[config.mk]
export PLATFORM = sky130hd
export DESIGN_NAME = uhcc_command
export DESIGN_NICKNAME = d
export VERILOG_FILES = /design/src/rtl/uhcc_pkg.sv /design/src/rtl/uhcc_command.sv /design/src/rtl/uhcc_timer.sv
export SDC_FILE = /design/constraint.sdc
export NUM_CORES = 1
export LEC_CHECK = 0
export BUFFER_PORTS_ARGS = -buffer_cell sky130_fd_sc_hd__clkbuf_2
export CAP_MARGIN = 5
export CORE_UTILIZATION = 41
export CTS_BUF_LIST = sky130_fd_sc_hd__clkbuf_16
export CTS_CLUSTER_SIZE = 16
export DETAILED_ROUTE_END_ITERATION = 12
export PLACE_DENSITY_LB_ADDON = 0.05
export RECOVER_POWER = 50
export SLEW_MARGIN = 20
export SYNTH_ARGS = -nofsm -noshare
export SYNTH_HDL_FRONTEND = slang
export SYNTH_SLANG_ARGS = --single-unit
[constraint.sdc]
create_clock -name mclk -period 2.1 [get_ports mclk]
set_clock_uncertainty 0.2 [all_clocks]
set_input_delay 0.21 -clock mclk [delete_from_list [all_inputs] [get_ports mclk]]
set_output_delay 0.21 -clock mclk [all_outputs]
set_load 0.1 [all_outputs]
[src/rtl/uhcc_pkg.sv]
// Package: constants and types for the USB host command register block
package uhcc_pkg;
    localparam int          ADDR_W          = 8;
    localparam int          DATA_W          = 32;
    localparam logic [7:0]  USB_COMMAND_OFS = 8'h20;
    localparam logic [31:0] USB_COMMAND_RST = 32'h0000_0000;
    localparam int          RUN_STOP_BIT    = 0;
    localparam int          CTRL_RESET_BIT  = 1;
    localparam int          FLS_LSB         = 2;
    localparam int          PSE_BIT         = 4;
    localparam int          ASE_BIT         = 5;
    localparam int          DOORBELL_BIT    = 6;
    localparam int          FRINDEX_W       = 14;
    localparam int          FRINDEX_LSB     = 3;
    localparam int          FL_INDEX_W      = 10;
    localparam int          CLK_PERIOD_NS   = 40;
    localparam int          RESET_TIME_NS   = 2000;
    localparam int          RESET_CYCLES    =
        (RESET_TIME_NS + CLK_PERIOD_NS - 1) / CLK_PERIOD_NS;

    typedef enum logic [1:0] {
        UHCC_FLS_1024 = 2'h0,
        UHCC_FLS_512  = 2'h1,
        UHCC_FLS_256  = 2'h2,
        UHCC_FLS_RSVD = 2'h3
    } uhcc_fls_t;

    typedef enum logic [1:0] {
        UHCC_DB_IDLE,
        UHCC_DB_EVICT,
        UHCC_DB_CLEAR
    } uhcc_db_state_t;
endpackage

[src/rtl/uhcc_command.sv]
// Module: USB command register with doorbell, schedule enables and reset control
module uhcc_command (
    input  wire logic                          mclk,
    input  wire logic                          rst_b,
    input  wire logic [uhcc_pkg::ADDR_W-1:0]   reg_addr,
    input  wire logic                          reg_wr,
    input  wire logic                          reg_rd,
    input  wire logic [uhcc_pkg::DATA_W-1:0]   reg_wdata,
    output logic      [uhcc_pkg::DATA_W-1:0]   reg_rdata,
    output logic                               reg_rvalid,
    input  wire logic                          prog_frame_list_flag,
    input  wire logic                          async_evict_done,
    input  wire logic                          txn_busy,
    input  wire logic [uhcc_pkg::FRINDEX_W-1:0] frame_index,
    input  wire logic                          async_advance_int_en,
    input  wire logic                          int_threshold_tick,
    input  wire logic                          async_advance_flag_clr,
    output logic                               async_sched_enable,
    output logic                               periodic_sched_enable,
    output logic                               run_stop,
    output logic                               halted_flag,
    output logic                               async_evict_req,
    output logic                               async_advance_flag,
    output logic                               async_advance_irq,
    output logic      [uhcc_pkg::FL_INDEX_W-1:0] frame_list_index,
    output logic                               ctrl_reset_active,
    output logic                               txn_abort,
    output logic                               port_owner_revert
);
    import uhcc_pkg::*;

    logic                  rs_reg;
    logic                  rs_next;
    logic                  ase_reg;
    logic                  ase_next;
    logic                  pse_reg;
    logic                  pse_next;
    logic [1:0]            fls_reg;
    logic [1:0]            fls_next;
    uhcc_db_state_t        db_reg;
    uhcc_db_state_t        db_next;
    logic                  flag_reg;
    logic                  flag_next;
    logic                  irq_reg;
    logic                  irq_next;
    logic                  halt_reg;
    logic                  halt_next;
    logic                  abort_reg;
    logic                  abort_next;
    logic                  revert_reg;
    logic                  revert_next;
    logic [FL_INDEX_W-1:0] idx_reg;
    logic [FL_INDEX_W-1:0] idx_next;
    logic [DATA_W-1:0]     rdata_reg;
    logic [DATA_W-1:0]     rdata_next;
    logic                  rvalid_reg;
    logic                  rvalid_next;

    logic                  cmd_wr;
    logic                  rst_start;
    logic                  rst_busy;
    logic [DATA_W-1:0]     cmd_value;

    assign cmd_wr    = reg_wr && (reg_addr == USB_COMMAND_OFS);
    // Only a halted-agnostic trigger; software is trusted to check halt first
    assign rst_start = cmd_wr && reg_wdata[CTRL_RESET_BIT] && !rst_busy;

    // Reset length is fixed; a zero write cannot shorten it
    uhcc_timer #(
        .CYCLES (RESET_CYCLES)
    ) u_reset_timer (
        .mclk  (mclk),
        .rst_b (rst_b),
        .start (rst_start),
        .busy  (rst_busy),
        .done  ()
    );

    // Live readback; the reset bit reads one until the timer ends, the doorbell bit until the cycle after async_evict_done
    always_comb begin
        cmd_value                 = USB_COMMAND_RST;
        cmd_value[RUN_STOP_BIT]   = rs_reg;
        cmd_value[CTRL_RESET_BIT] = rst_busy;
        cmd_value[FLS_LSB +: 2]   = fls_reg;
        cmd_value[PSE_BIT]        = pse_reg;
        cmd_value[ASE_BIT]        = ase_reg;
        cmd_value[DOORBELL_BIT]   = (db_reg != UHCC_DB_IDLE);
    end

    always_comb begin
        rs_next     = rs_reg;
        ase_next    = ase_reg;
        pse_next    = pse_reg;
        fls_next    = fls_reg;
        db_next     = db_reg;
        flag_next   = flag_reg;
        irq_next    = irq_reg;
        if (cmd_wr && !rst_busy && !rst_start) begin
            rs_next  = reg_wdata[RUN_STOP_BIT];
            ase_next = reg_wdata[ASE_BIT];
            pse_next = reg_wdata[PSE_BIT];
            // Reserved size code is dropped so the index mapping stays defined
            if (prog_frame_list_flag &&
                (reg_wdata[FLS_LSB +: 2] != UHCC_FLS_RSVD)) begin
                fls_next = reg_wdata[FLS_LSB +: 2];
            end
        end

        unique case (db_reg)
            UHCC_DB_IDLE: begin
                if (cmd_wr && reg_wdata[DOORBELL_BIT] && !rst_busy) begin
                    db_next = UHCC_DB_EVICT;
                end
            end
            UHCC_DB_EVICT: begin
                if (async_evict_done) begin
                    flag_next = 1'b1;
                    db_next   = UHCC_DB_CLEAR;
                end
            end
            UHCC_DB_CLEAR: begin
                db_next = UHCC_DB_IDLE;
            end
            default: db_next = UHCC_DB_IDLE;
        endcase

        // Set beats clear in the same cycle
        if (async_advance_flag_clr && !(db_reg == UHCC_DB_EVICT && async_evict_done)) begin
            flag_next = 1'b0;
        end

        if (!flag_next) begin
            irq_next = 1'b0;
        end else if (int_threshold_tick && async_advance_int_en) begin
            irq_next = 1'b1;
        end

        // Held at initial values for the whole reset; a zero write is ignored
        if (rst_start || rst_busy) begin
            rs_next   = 1'b0;
            ase_next  = 1'b0;
            pse_next  = 1'b0;
            fls_next  = UHCC_FLS_1024;
            db_next   = UHCC_DB_IDLE;
            flag_next = 1'b0;
            irq_next  = 1'b0;
        end
    end

    // Halted once run_stop is clear and the transaction in flight has drained, or at once during a controller reset
    always_comb begin
        abort_next  = rst_start;
        revert_next = rst_start;
        halt_next   = (!rs_reg && !txn_busy) || rst_start || rst_busy;
    end

    always_comb begin
        idx_next = '0;
        unique case (uhcc_fls_t'(fls_reg))
            UHCC_FLS_1024: idx_next = frame_index[FRINDEX_LSB +: FL_INDEX_W];
            // Upper index bits stay zero for the shorter lists
            UHCC_FLS_512:  idx_next = {1'b0, frame_index[FRINDEX_LSB +: FL_INDEX_W-1]};
            UHCC_FLS_256,
            UHCC_FLS_RSVD: idx_next = {2'h0, frame_index[FRINDEX_LSB +: FL_INDEX_W-2]};
        endcase
    end

    // Zero outside a read so a stale word never lingers on the bus
    always_comb begin
        rvalid_next = reg_rd;
        rdata_next  = '0;
        if (reg_rd && (reg_addr == USB_COMMAND_OFS)) begin
            rdata_next = cmd_value;
        end
    end

    always_ff @(posedge mclk or negedge rst_b) begin
        if (!rst_b) begin
            rs_reg     <= 1'b0;
            ase_reg    <= 1'b0;
            pse_reg    <= 1'b0;
            fls_reg    <= UHCC_FLS_1024;
            db_reg     <= UHCC_DB_IDLE;
            flag_reg   <= 1'b0;
            irq_reg    <= 1'b0;
            halt_reg   <= 1'b1;
            abort_reg  <= 1'b0;
            revert_reg <= 1'b0;
        end else begin
            rs_reg     <= rs_next;
            ase_reg    <= ase_next;
            pse_reg    <= pse_next;
            fls_reg    <= fls_next;
            db_reg     <= db_next;
            flag_reg   <= flag_next;
            irq_reg    <= irq_next;
            halt_reg   <= halt_next;
            abort_reg  <= abort_next;
            revert_reg <= revert_next;
        end
    end

    always_ff @(posedge mclk or negedge rst_b) begin
        if (!rst_b) begin
            idx_reg    <= '0;
            rdata_reg  <= '0;
            rvalid_reg <= 1'b0;
        end else begin
            idx_reg    <= idx_next;
            rdata_reg  <= rdata_next;
            rvalid_reg <= rvalid_next;
        end
    end

    assign reg_rdata             = rdata_reg;
    assign reg_rvalid            = rvalid_reg;
    assign run_stop              = rs_reg;
    assign async_sched_enable    = ase_reg;
    assign periodic_sched_enable = pse_reg;
    assign halted_flag           = halt_reg;
    assign async_evict_req       = (db_reg == UHCC_DB_EVICT);
    assign async_advance_flag    = flag_reg;
    assign async_advance_irq     = irq_reg;
    assign frame_list_index      = idx_reg;
    assign ctrl_reset_active     = rst_busy;
    assign txn_abort             = abort_reg;
    assign port_owner_revert     = revert_reg;
endmodule // uhcc_command

[src/rtl/uhcc_timer.sv]
// Module: one-shot cycle timer used to stretch the controller reset
module uhcc_timer #(
    parameter int CYCLES = 50
) (
    input  wire logic mclk,
    input  wire logic rst_b,
    input  wire logic start,
    output logic      busy,
    output logic      done
);
    localparam int CW = $clog2(CYCLES + 1);
    localparam logic [CW-1:0] LAST = CW'(CYCLES - 1);

    logic [CW-1:0] count_reg;
    logic [CW-1:0] count_next;
    logic          busy_reg;
    logic          busy_next;
    logic          done_reg;
    logic          done_next;

    always_comb begin
        count_next = count_reg;
        busy_next  = busy_reg;
        done_next  = 1'b0;
        if (busy_reg) begin
            if (count_reg == LAST) begin
                busy_next = 1'b0;
                done_next = 1'b1;
            end else begin
                count_next = count_reg + CW'(1);
            end
        end else if (start) begin
            busy_next  = 1'b1;
            count_next = '0;
        end
    end

    always_ff @(posedge mclk or negedge rst_b) begin
        if (!rst_b) begin
            count_reg <= '0;
            busy_reg  <= 1'b0;
            done_reg  <= 1'b0;
        end else begin
            count_reg <= count_next;
            busy_reg  <= busy_next;
            done_reg  <= done_next;
        end
    end

    assign busy = busy_reg;
    assign done = done_reg;
endmodule // uhcc_timer
==> Word level (Yosys, flattened, before mapping) <==
Cells that the tools add are included.
{ "word_totals": {"regBits": 61, "latch_bits": 0, "mem_bits_rw": 0, "mem_bits_ro": 0, "input_bits": 64, "out_inout_bits": 53, "word_cells": 85, "mem_count": 0} }
{ "op_classes": {"n_addsub": 1, "multipliers": 0, "n_div": 0, "n_lt_le_gt_ge": 0, "eq_ne": 11, "n_shift": 0, "n_mux": 28, "bitwise_logic": 0, "reduce_logical": 31} }
{ "op_table": {"columns": ["op", "n"], "rows": [
  ["case mux 10 bit (3 select lines)", 1],
  ["2-to-1 mux 6 bit", 3],
  ["2-to-1 mux 1 bit", 16],
  ["logical AND 1 bit", 13],
  ["2-to-1 mux 2 bit", 6],
  ["equality test 8 x 6 -> 1 bit (second input constant)", 1],
  ["nonzero test 2 bit", 4],
  ["2-to-1 mux 7 bit", 1],
  ["adder 6 x 1 -> 6 bit (second input constant)", 1],
  ["equality test 6 bit (second input constant)", 1],
  ["AND reduction 2 bit", 3],
  ["zero test 1 bit", 5],
  ["equality test 2 x 1 -> 1 bit (second input constant)", 2],
  ["equality test 2 bit (second input constant)", 2],
  ["zero test 2 bit", 2],
  ["inequality test 2 bit (second input constant)", 2],
  ["case mux 2 bit (2 select lines)", 1],
  ["logical OR 1 bit", 3],
  ["inequality test 3 x 1 -> 1 bit (second input constant)", 1],
  ["inequality test 3 x 2 -> 1 bit (second input constant)", 1],
  ["inequality test 3 bit (second input constant)", 1],
  ["OR reduction 2 bit", 1]
]} }

==> Logic depth before layout (Yosys ltp) <==
{ "logic_depth": {"ltp_word": 8, "depth_mapped": 5, "depth_no_buf": 5} }

==> Cells and area by module <==
A second synthesis with hierarchy kept.
{ "hier_totals": {"cells_unflattened": 152, "hier_area_um2": 1737.9} }
{ "by_module_without_submodules": {"columns": ["module", "n_inst", "cells_each", "area_per_inst_um2", "seq_area_each_um2"], "rows": [
  ["uhcc_command", 1, 108, 1295.0, 726.9],
  ["uhcc_timer", 1, 44, 442.9, 200.2]
]} }

==> Worst setup path before layout <==
Ideal clock, no wire load.
{ "synth_timing": {"path_type": "reg-to-reg", "start": "register db_reg[0]", "end": "register irq_reg, in the netlist async_advance_irq", "setup_ps": 89, "arrival_time_ps": 2208, "required_ps": 1811, "slack_ps": -396, "path_stages_with_launch": 4, "n_path_buf": 0, "period_less_slack_ps": 2496, "path_cell_list": "dfrtp_1 -> nor2b_1 -> a21oi_1 -> nor3_1"} }
{ "synth_via": {"elab_chain_cells": 7, "elab_cells_between_ends": 9, "cone_classes": "eq/ne (2); mux (4); reduce/logical (3)"} }
{ "synth_rtl": {"columns": ["item", "line_no", "source"], "rows": [
  ["start: declaration", "uhcc_command.sv:40", "uhcc_db_state_t db_reg;"],
  ["start signal: assignment", "uhcc_command.sv:194", "db_reg <= db_next;"],
  ["equality test 2 x 1 -> 1 bit *", null, null],
  ["named net async_evict_req", "uhcc_command.sv:22", "output logic async_evict_req,"],
  ["logical AND 1 bit", "uhcc_command.sv:128", "if (async_advance_flag_clr && !(db_reg == UHCC_DB_EVICT && async_evict_done)) begin"],
  ["zero test 1 bit", "uhcc_command.sv:128", null],
  ["logical AND 1 bit", "uhcc_command.sv:128", null],
  ["2-to-1 mux 1 bit *", "uhcc_command.sv:128", null],
  ["2-to-1 mux 1 bit", "uhcc_command.sv:132", "if (!flag_next) begin"],
  ["2-to-1 mux 1 bit", "uhcc_command.sv:139", "if (rst_start || rst_busy) begin"],
  ["end signal: assignment", "uhcc_command.sv:196", "irq_reg <= irq_next;"],
  ["end: declaration", "uhcc_command.sv:44", "logic irq_reg;"]
]} }
Mark *: on every way through the listed nets, which the timed path passes. The rest lies on a longest branch.
A chain may end at the register's enable or synchronous reset.

==> Final worst setup path <==
{ "layout_timing": {"start": "register u_reset_timer.busy_reg, in the netlist u_reset_timer.busy", "end": "output port ctrl_reset_active"} }
{ "layout_rtl": {"columns": ["item", "line_no", "source"], "rows": [
  ["start: declaration", "uhcc_timer.sv:16", "logic busy_reg;"],
  ["start signal: assignment", "uhcc_timer.sv:45", "busy_reg <= busy_next;"],
  ["end: declaration", "uhcc_command.sv:26", "output logic ctrl_reset_active,"]
]} }
No word-level cell between the ends.

==> out/results.tsv <==
metric	value	unit
status	finished clean	
final_area	0.00223	sq mm
antenna_found_initial	0	
synth_edf_count	0	
antenna_cells	0	
reg2reg_depth	5	
drive_gt1_frac	0.348	
max_stage_delay	0.56	ns
vias_per_cell	4.66	
p_seq_frac	0.390	
crit_path_cell_trace	clkbuf_2	
grt-ovfl-total	0	
cts-root-buf	clkbuf_16	
worst_slew_pin_slew	1.13	ns
leakagePower	1.17	nW
rsz0062_at_grt	false	
timing.fmax	564	MHz
syn_area_per_cell	11.7	sq um
path_max_fanout	19	
worstReg2RegEnd	u_reset_timer.count_reg[1]$_DFFE_PN0P_	
drt-total-wl	3380	microns
grt_use_total	0.176	
p_comb_frac	0.309	
io_buffer_count	62	
worst_skew_pair.late_latency	0.27	ns
die_w	65.9	microns
clkTransAtPathRegs	0.05	ns
min_path_cells	2	
gp_congestion	0.752	
drt_iter0_drc	56	
yosysWarnings	0	
synth-seq-area-share	0.539	
yosysTopAreaCellShare	0.524	
clkPwrFrac	0.301	
cp_num_buf_inv	1	
worstReg2RegStart	u_reset_timer.count_reg[1]$_DFFE_PN0P_	
switching_power	0.915	mW
synth_area_leader_cell	dfrtp_1	
cts_inserted_buffers	5	
cp-end-kind	primary output	
critPathTopFamily	flip-flops	
cts_tree	done	
core	0.00380	sq mm
max_slew_margin	0.244	
whs_endpoint	db_reg[1]$_DFFE_PN0P_	
synth_area_leaders	dfrtp_1 52%, buf_4 12%, and3_1 2.2%	
ios	117	
totalPowerFinal	2.32	mW
ant_nets	0	
largest_reg_flops	10	
p_sw_frac	0.394	
hold_violations	0	
required	1.69	ns
nFillCells	345	
holdCritPathClass	in -> reg	
ir_worst_vdd	0.000714	V
worstHoldStart	async_evict_done	
syn2layout_area_growth	33.4	%
grt_pass1_vias	1219	
finalMaxSlewViolations	0	
mostFrequentLayoutCells	59 x clkbuf_2, 34 x dfrtp_1, 25 x conb_1	
layout_commonest_cell	clkbuf_2	
crit_arrival	1.36	ns
maxCapViolations	0	
drt_first_pass_iters	4	
yosys_most_used_dff	dfrtp_1	
ys_ff_latch	36	
synthArstFlopShare	1.00	
place_hpwl	2480	microns
fin_setup_tns	0	ns
drcViolationCount	0	
rrSetupSlack	0.37	ns
power.density	1040	mW/mm^2
vias	1282	
routedWlPerCell	12.3	microns
synth_cell_type_count	41	
cts_resized	0	
initial_core_util	0.440	
rows	22	
cts.sinks	36	
crit_slowest_cell	dfrtp_2	
syn_area	0.00167	sq mm
grt_max_degree	23	
synthCells	143	
setup_violations	0	
die_h	65.9	microns
worstSetupPathType	reg -> out	
start_kind	flip-flop	
internal-power	1.41	mW
htreeDepth	2	
fin_crit	1.77	ns
fin_nets	292	
post_dp_cell_area	0.00195	sq mm
grt_pass1_wl	5710	microns
cts_buffer_depth	2	
dieArea	0.00434	sq mm
min_period_over_period	0.845	
-- metal layers --
layer  track usage  wire [microns]  up-vias
li1              -               -      622
met1         0.226            1480      593
met2         0.277            1580       61
met3        0.0483             254        6
met4        0.0761              57        0
met5             0               0        -
-- logic make-up (layout without fill, tap and decap cells) --
family | after synthesis | after routing | share of synthesized area
AOI/OAI and AO/OA | 21 | 21 | 0.0920
xor gates and xnor gates | 2 | 2 | 0.0105
adders and majority gates | 2 | 2 | 0.0150
buffers and inverters | 31 | 91 | 0.129
DFF | 36 | 36 | 0.539
muxes | 3 | 3 | 0.0180
other | 1 | 25 | 0.00224
and+or+nand+nor | 47 | 47 | 0.194
-- cells in the mapped netlist, types with 2 or more instances --
cell type,number
dfrtp_1,35
buf_4,26
nand2_1,7
and3_1,6
nand2b_1,5
nor2b_1,5
o21ai_0,5
a21oi_1,4
nand4_1,4
nor2_1,4
mux2i_1,3
or3_1,3
a32o_1,2
a41oi_1,2
clkbuf_1,2
ha_1,2
inv_1,2
nor3b_1,2
xor2_1,2
-- what timing repair did --
item,4_1_cts,5_1_grt
hold buffers,16,0
hold endpoints to repair,35,0
buffers inserted,0,0
-- power by group through the flow --
stage	combinational [mW]	sequential, mW	clock, mW
floorplan	0.480	1.03	0
global placement	0.685	0.912	0
detailed placement	0.698	0.916	0
CTS	0.724	0.903	0.721
global route	0.775	0.927	0.760
finish	0.717	0.906	0.700
-- area by class of cell --
type                    instances  area (sq um)  share of cell area
inverters                       2          7.51             0.00337
repair buffers                 81           485               0.218
well taps                      48          60.1              0.0269
clock inverters                 3          18.8             0.00841
multi-input cells             100           631               0.283
flip-flops and latches         36           903               0.405
clock buffers                   5           125              0.0561
-- metrics by stage --
| stage | hold WS [ns] | instances | utilization | worst slack, ns |
|---|---|---|---|---|
| after floorplan | -0.286 | 167 | - | 0.210 |
| after global placement | 0.00716 | 251 | 0.514 | 0.400 |
| after detailed placement | 0.0139 | 251 | 0.514 | 0.380 |
| after CTS | 0.0171 | 275 | 0.594 | 0.328 |
| after global routing | 0.0296 | 275 | 0.587 | 0.143 |
| final | 0.0182 | 275 | 0.587 | 0.326 |
-- worst max-delay path by stage --
stage / from / to / slack (ns) / cells past startpoint
6_report: u_reset_timer.busy$_DFF_PN0_ / ctrl_reset_active / 0.33 / 1
5_1_grt: rst_b / frame_list_index[9]$_DFF_PN0_ / 0.14 / 3
2_1_floorplan: db_reg[0]$_DFFE_PN0P_ / async_advance_irq$_DFFE_PN0P_ / 0.21 / 3
3_5_place_dp: u_reset_timer.count_reg[1]$_DFFE_PN0P_ / u_reset_timer.count_reg[1]$_DFFE_PN0P_ / 0.38 / 5
3_3_place_gp: u_reset_timer.count_reg[1]$_DFFE_PN0P_ / u_reset_timer.count_reg[0]$_DFFE_PN0P_ / 0.40 / 5
4_1_cts: u_reset_timer.busy$_DFF_PN0_ / ctrl_reset_active / 0.33 / 1
Power figures use the tool's default switching activity.
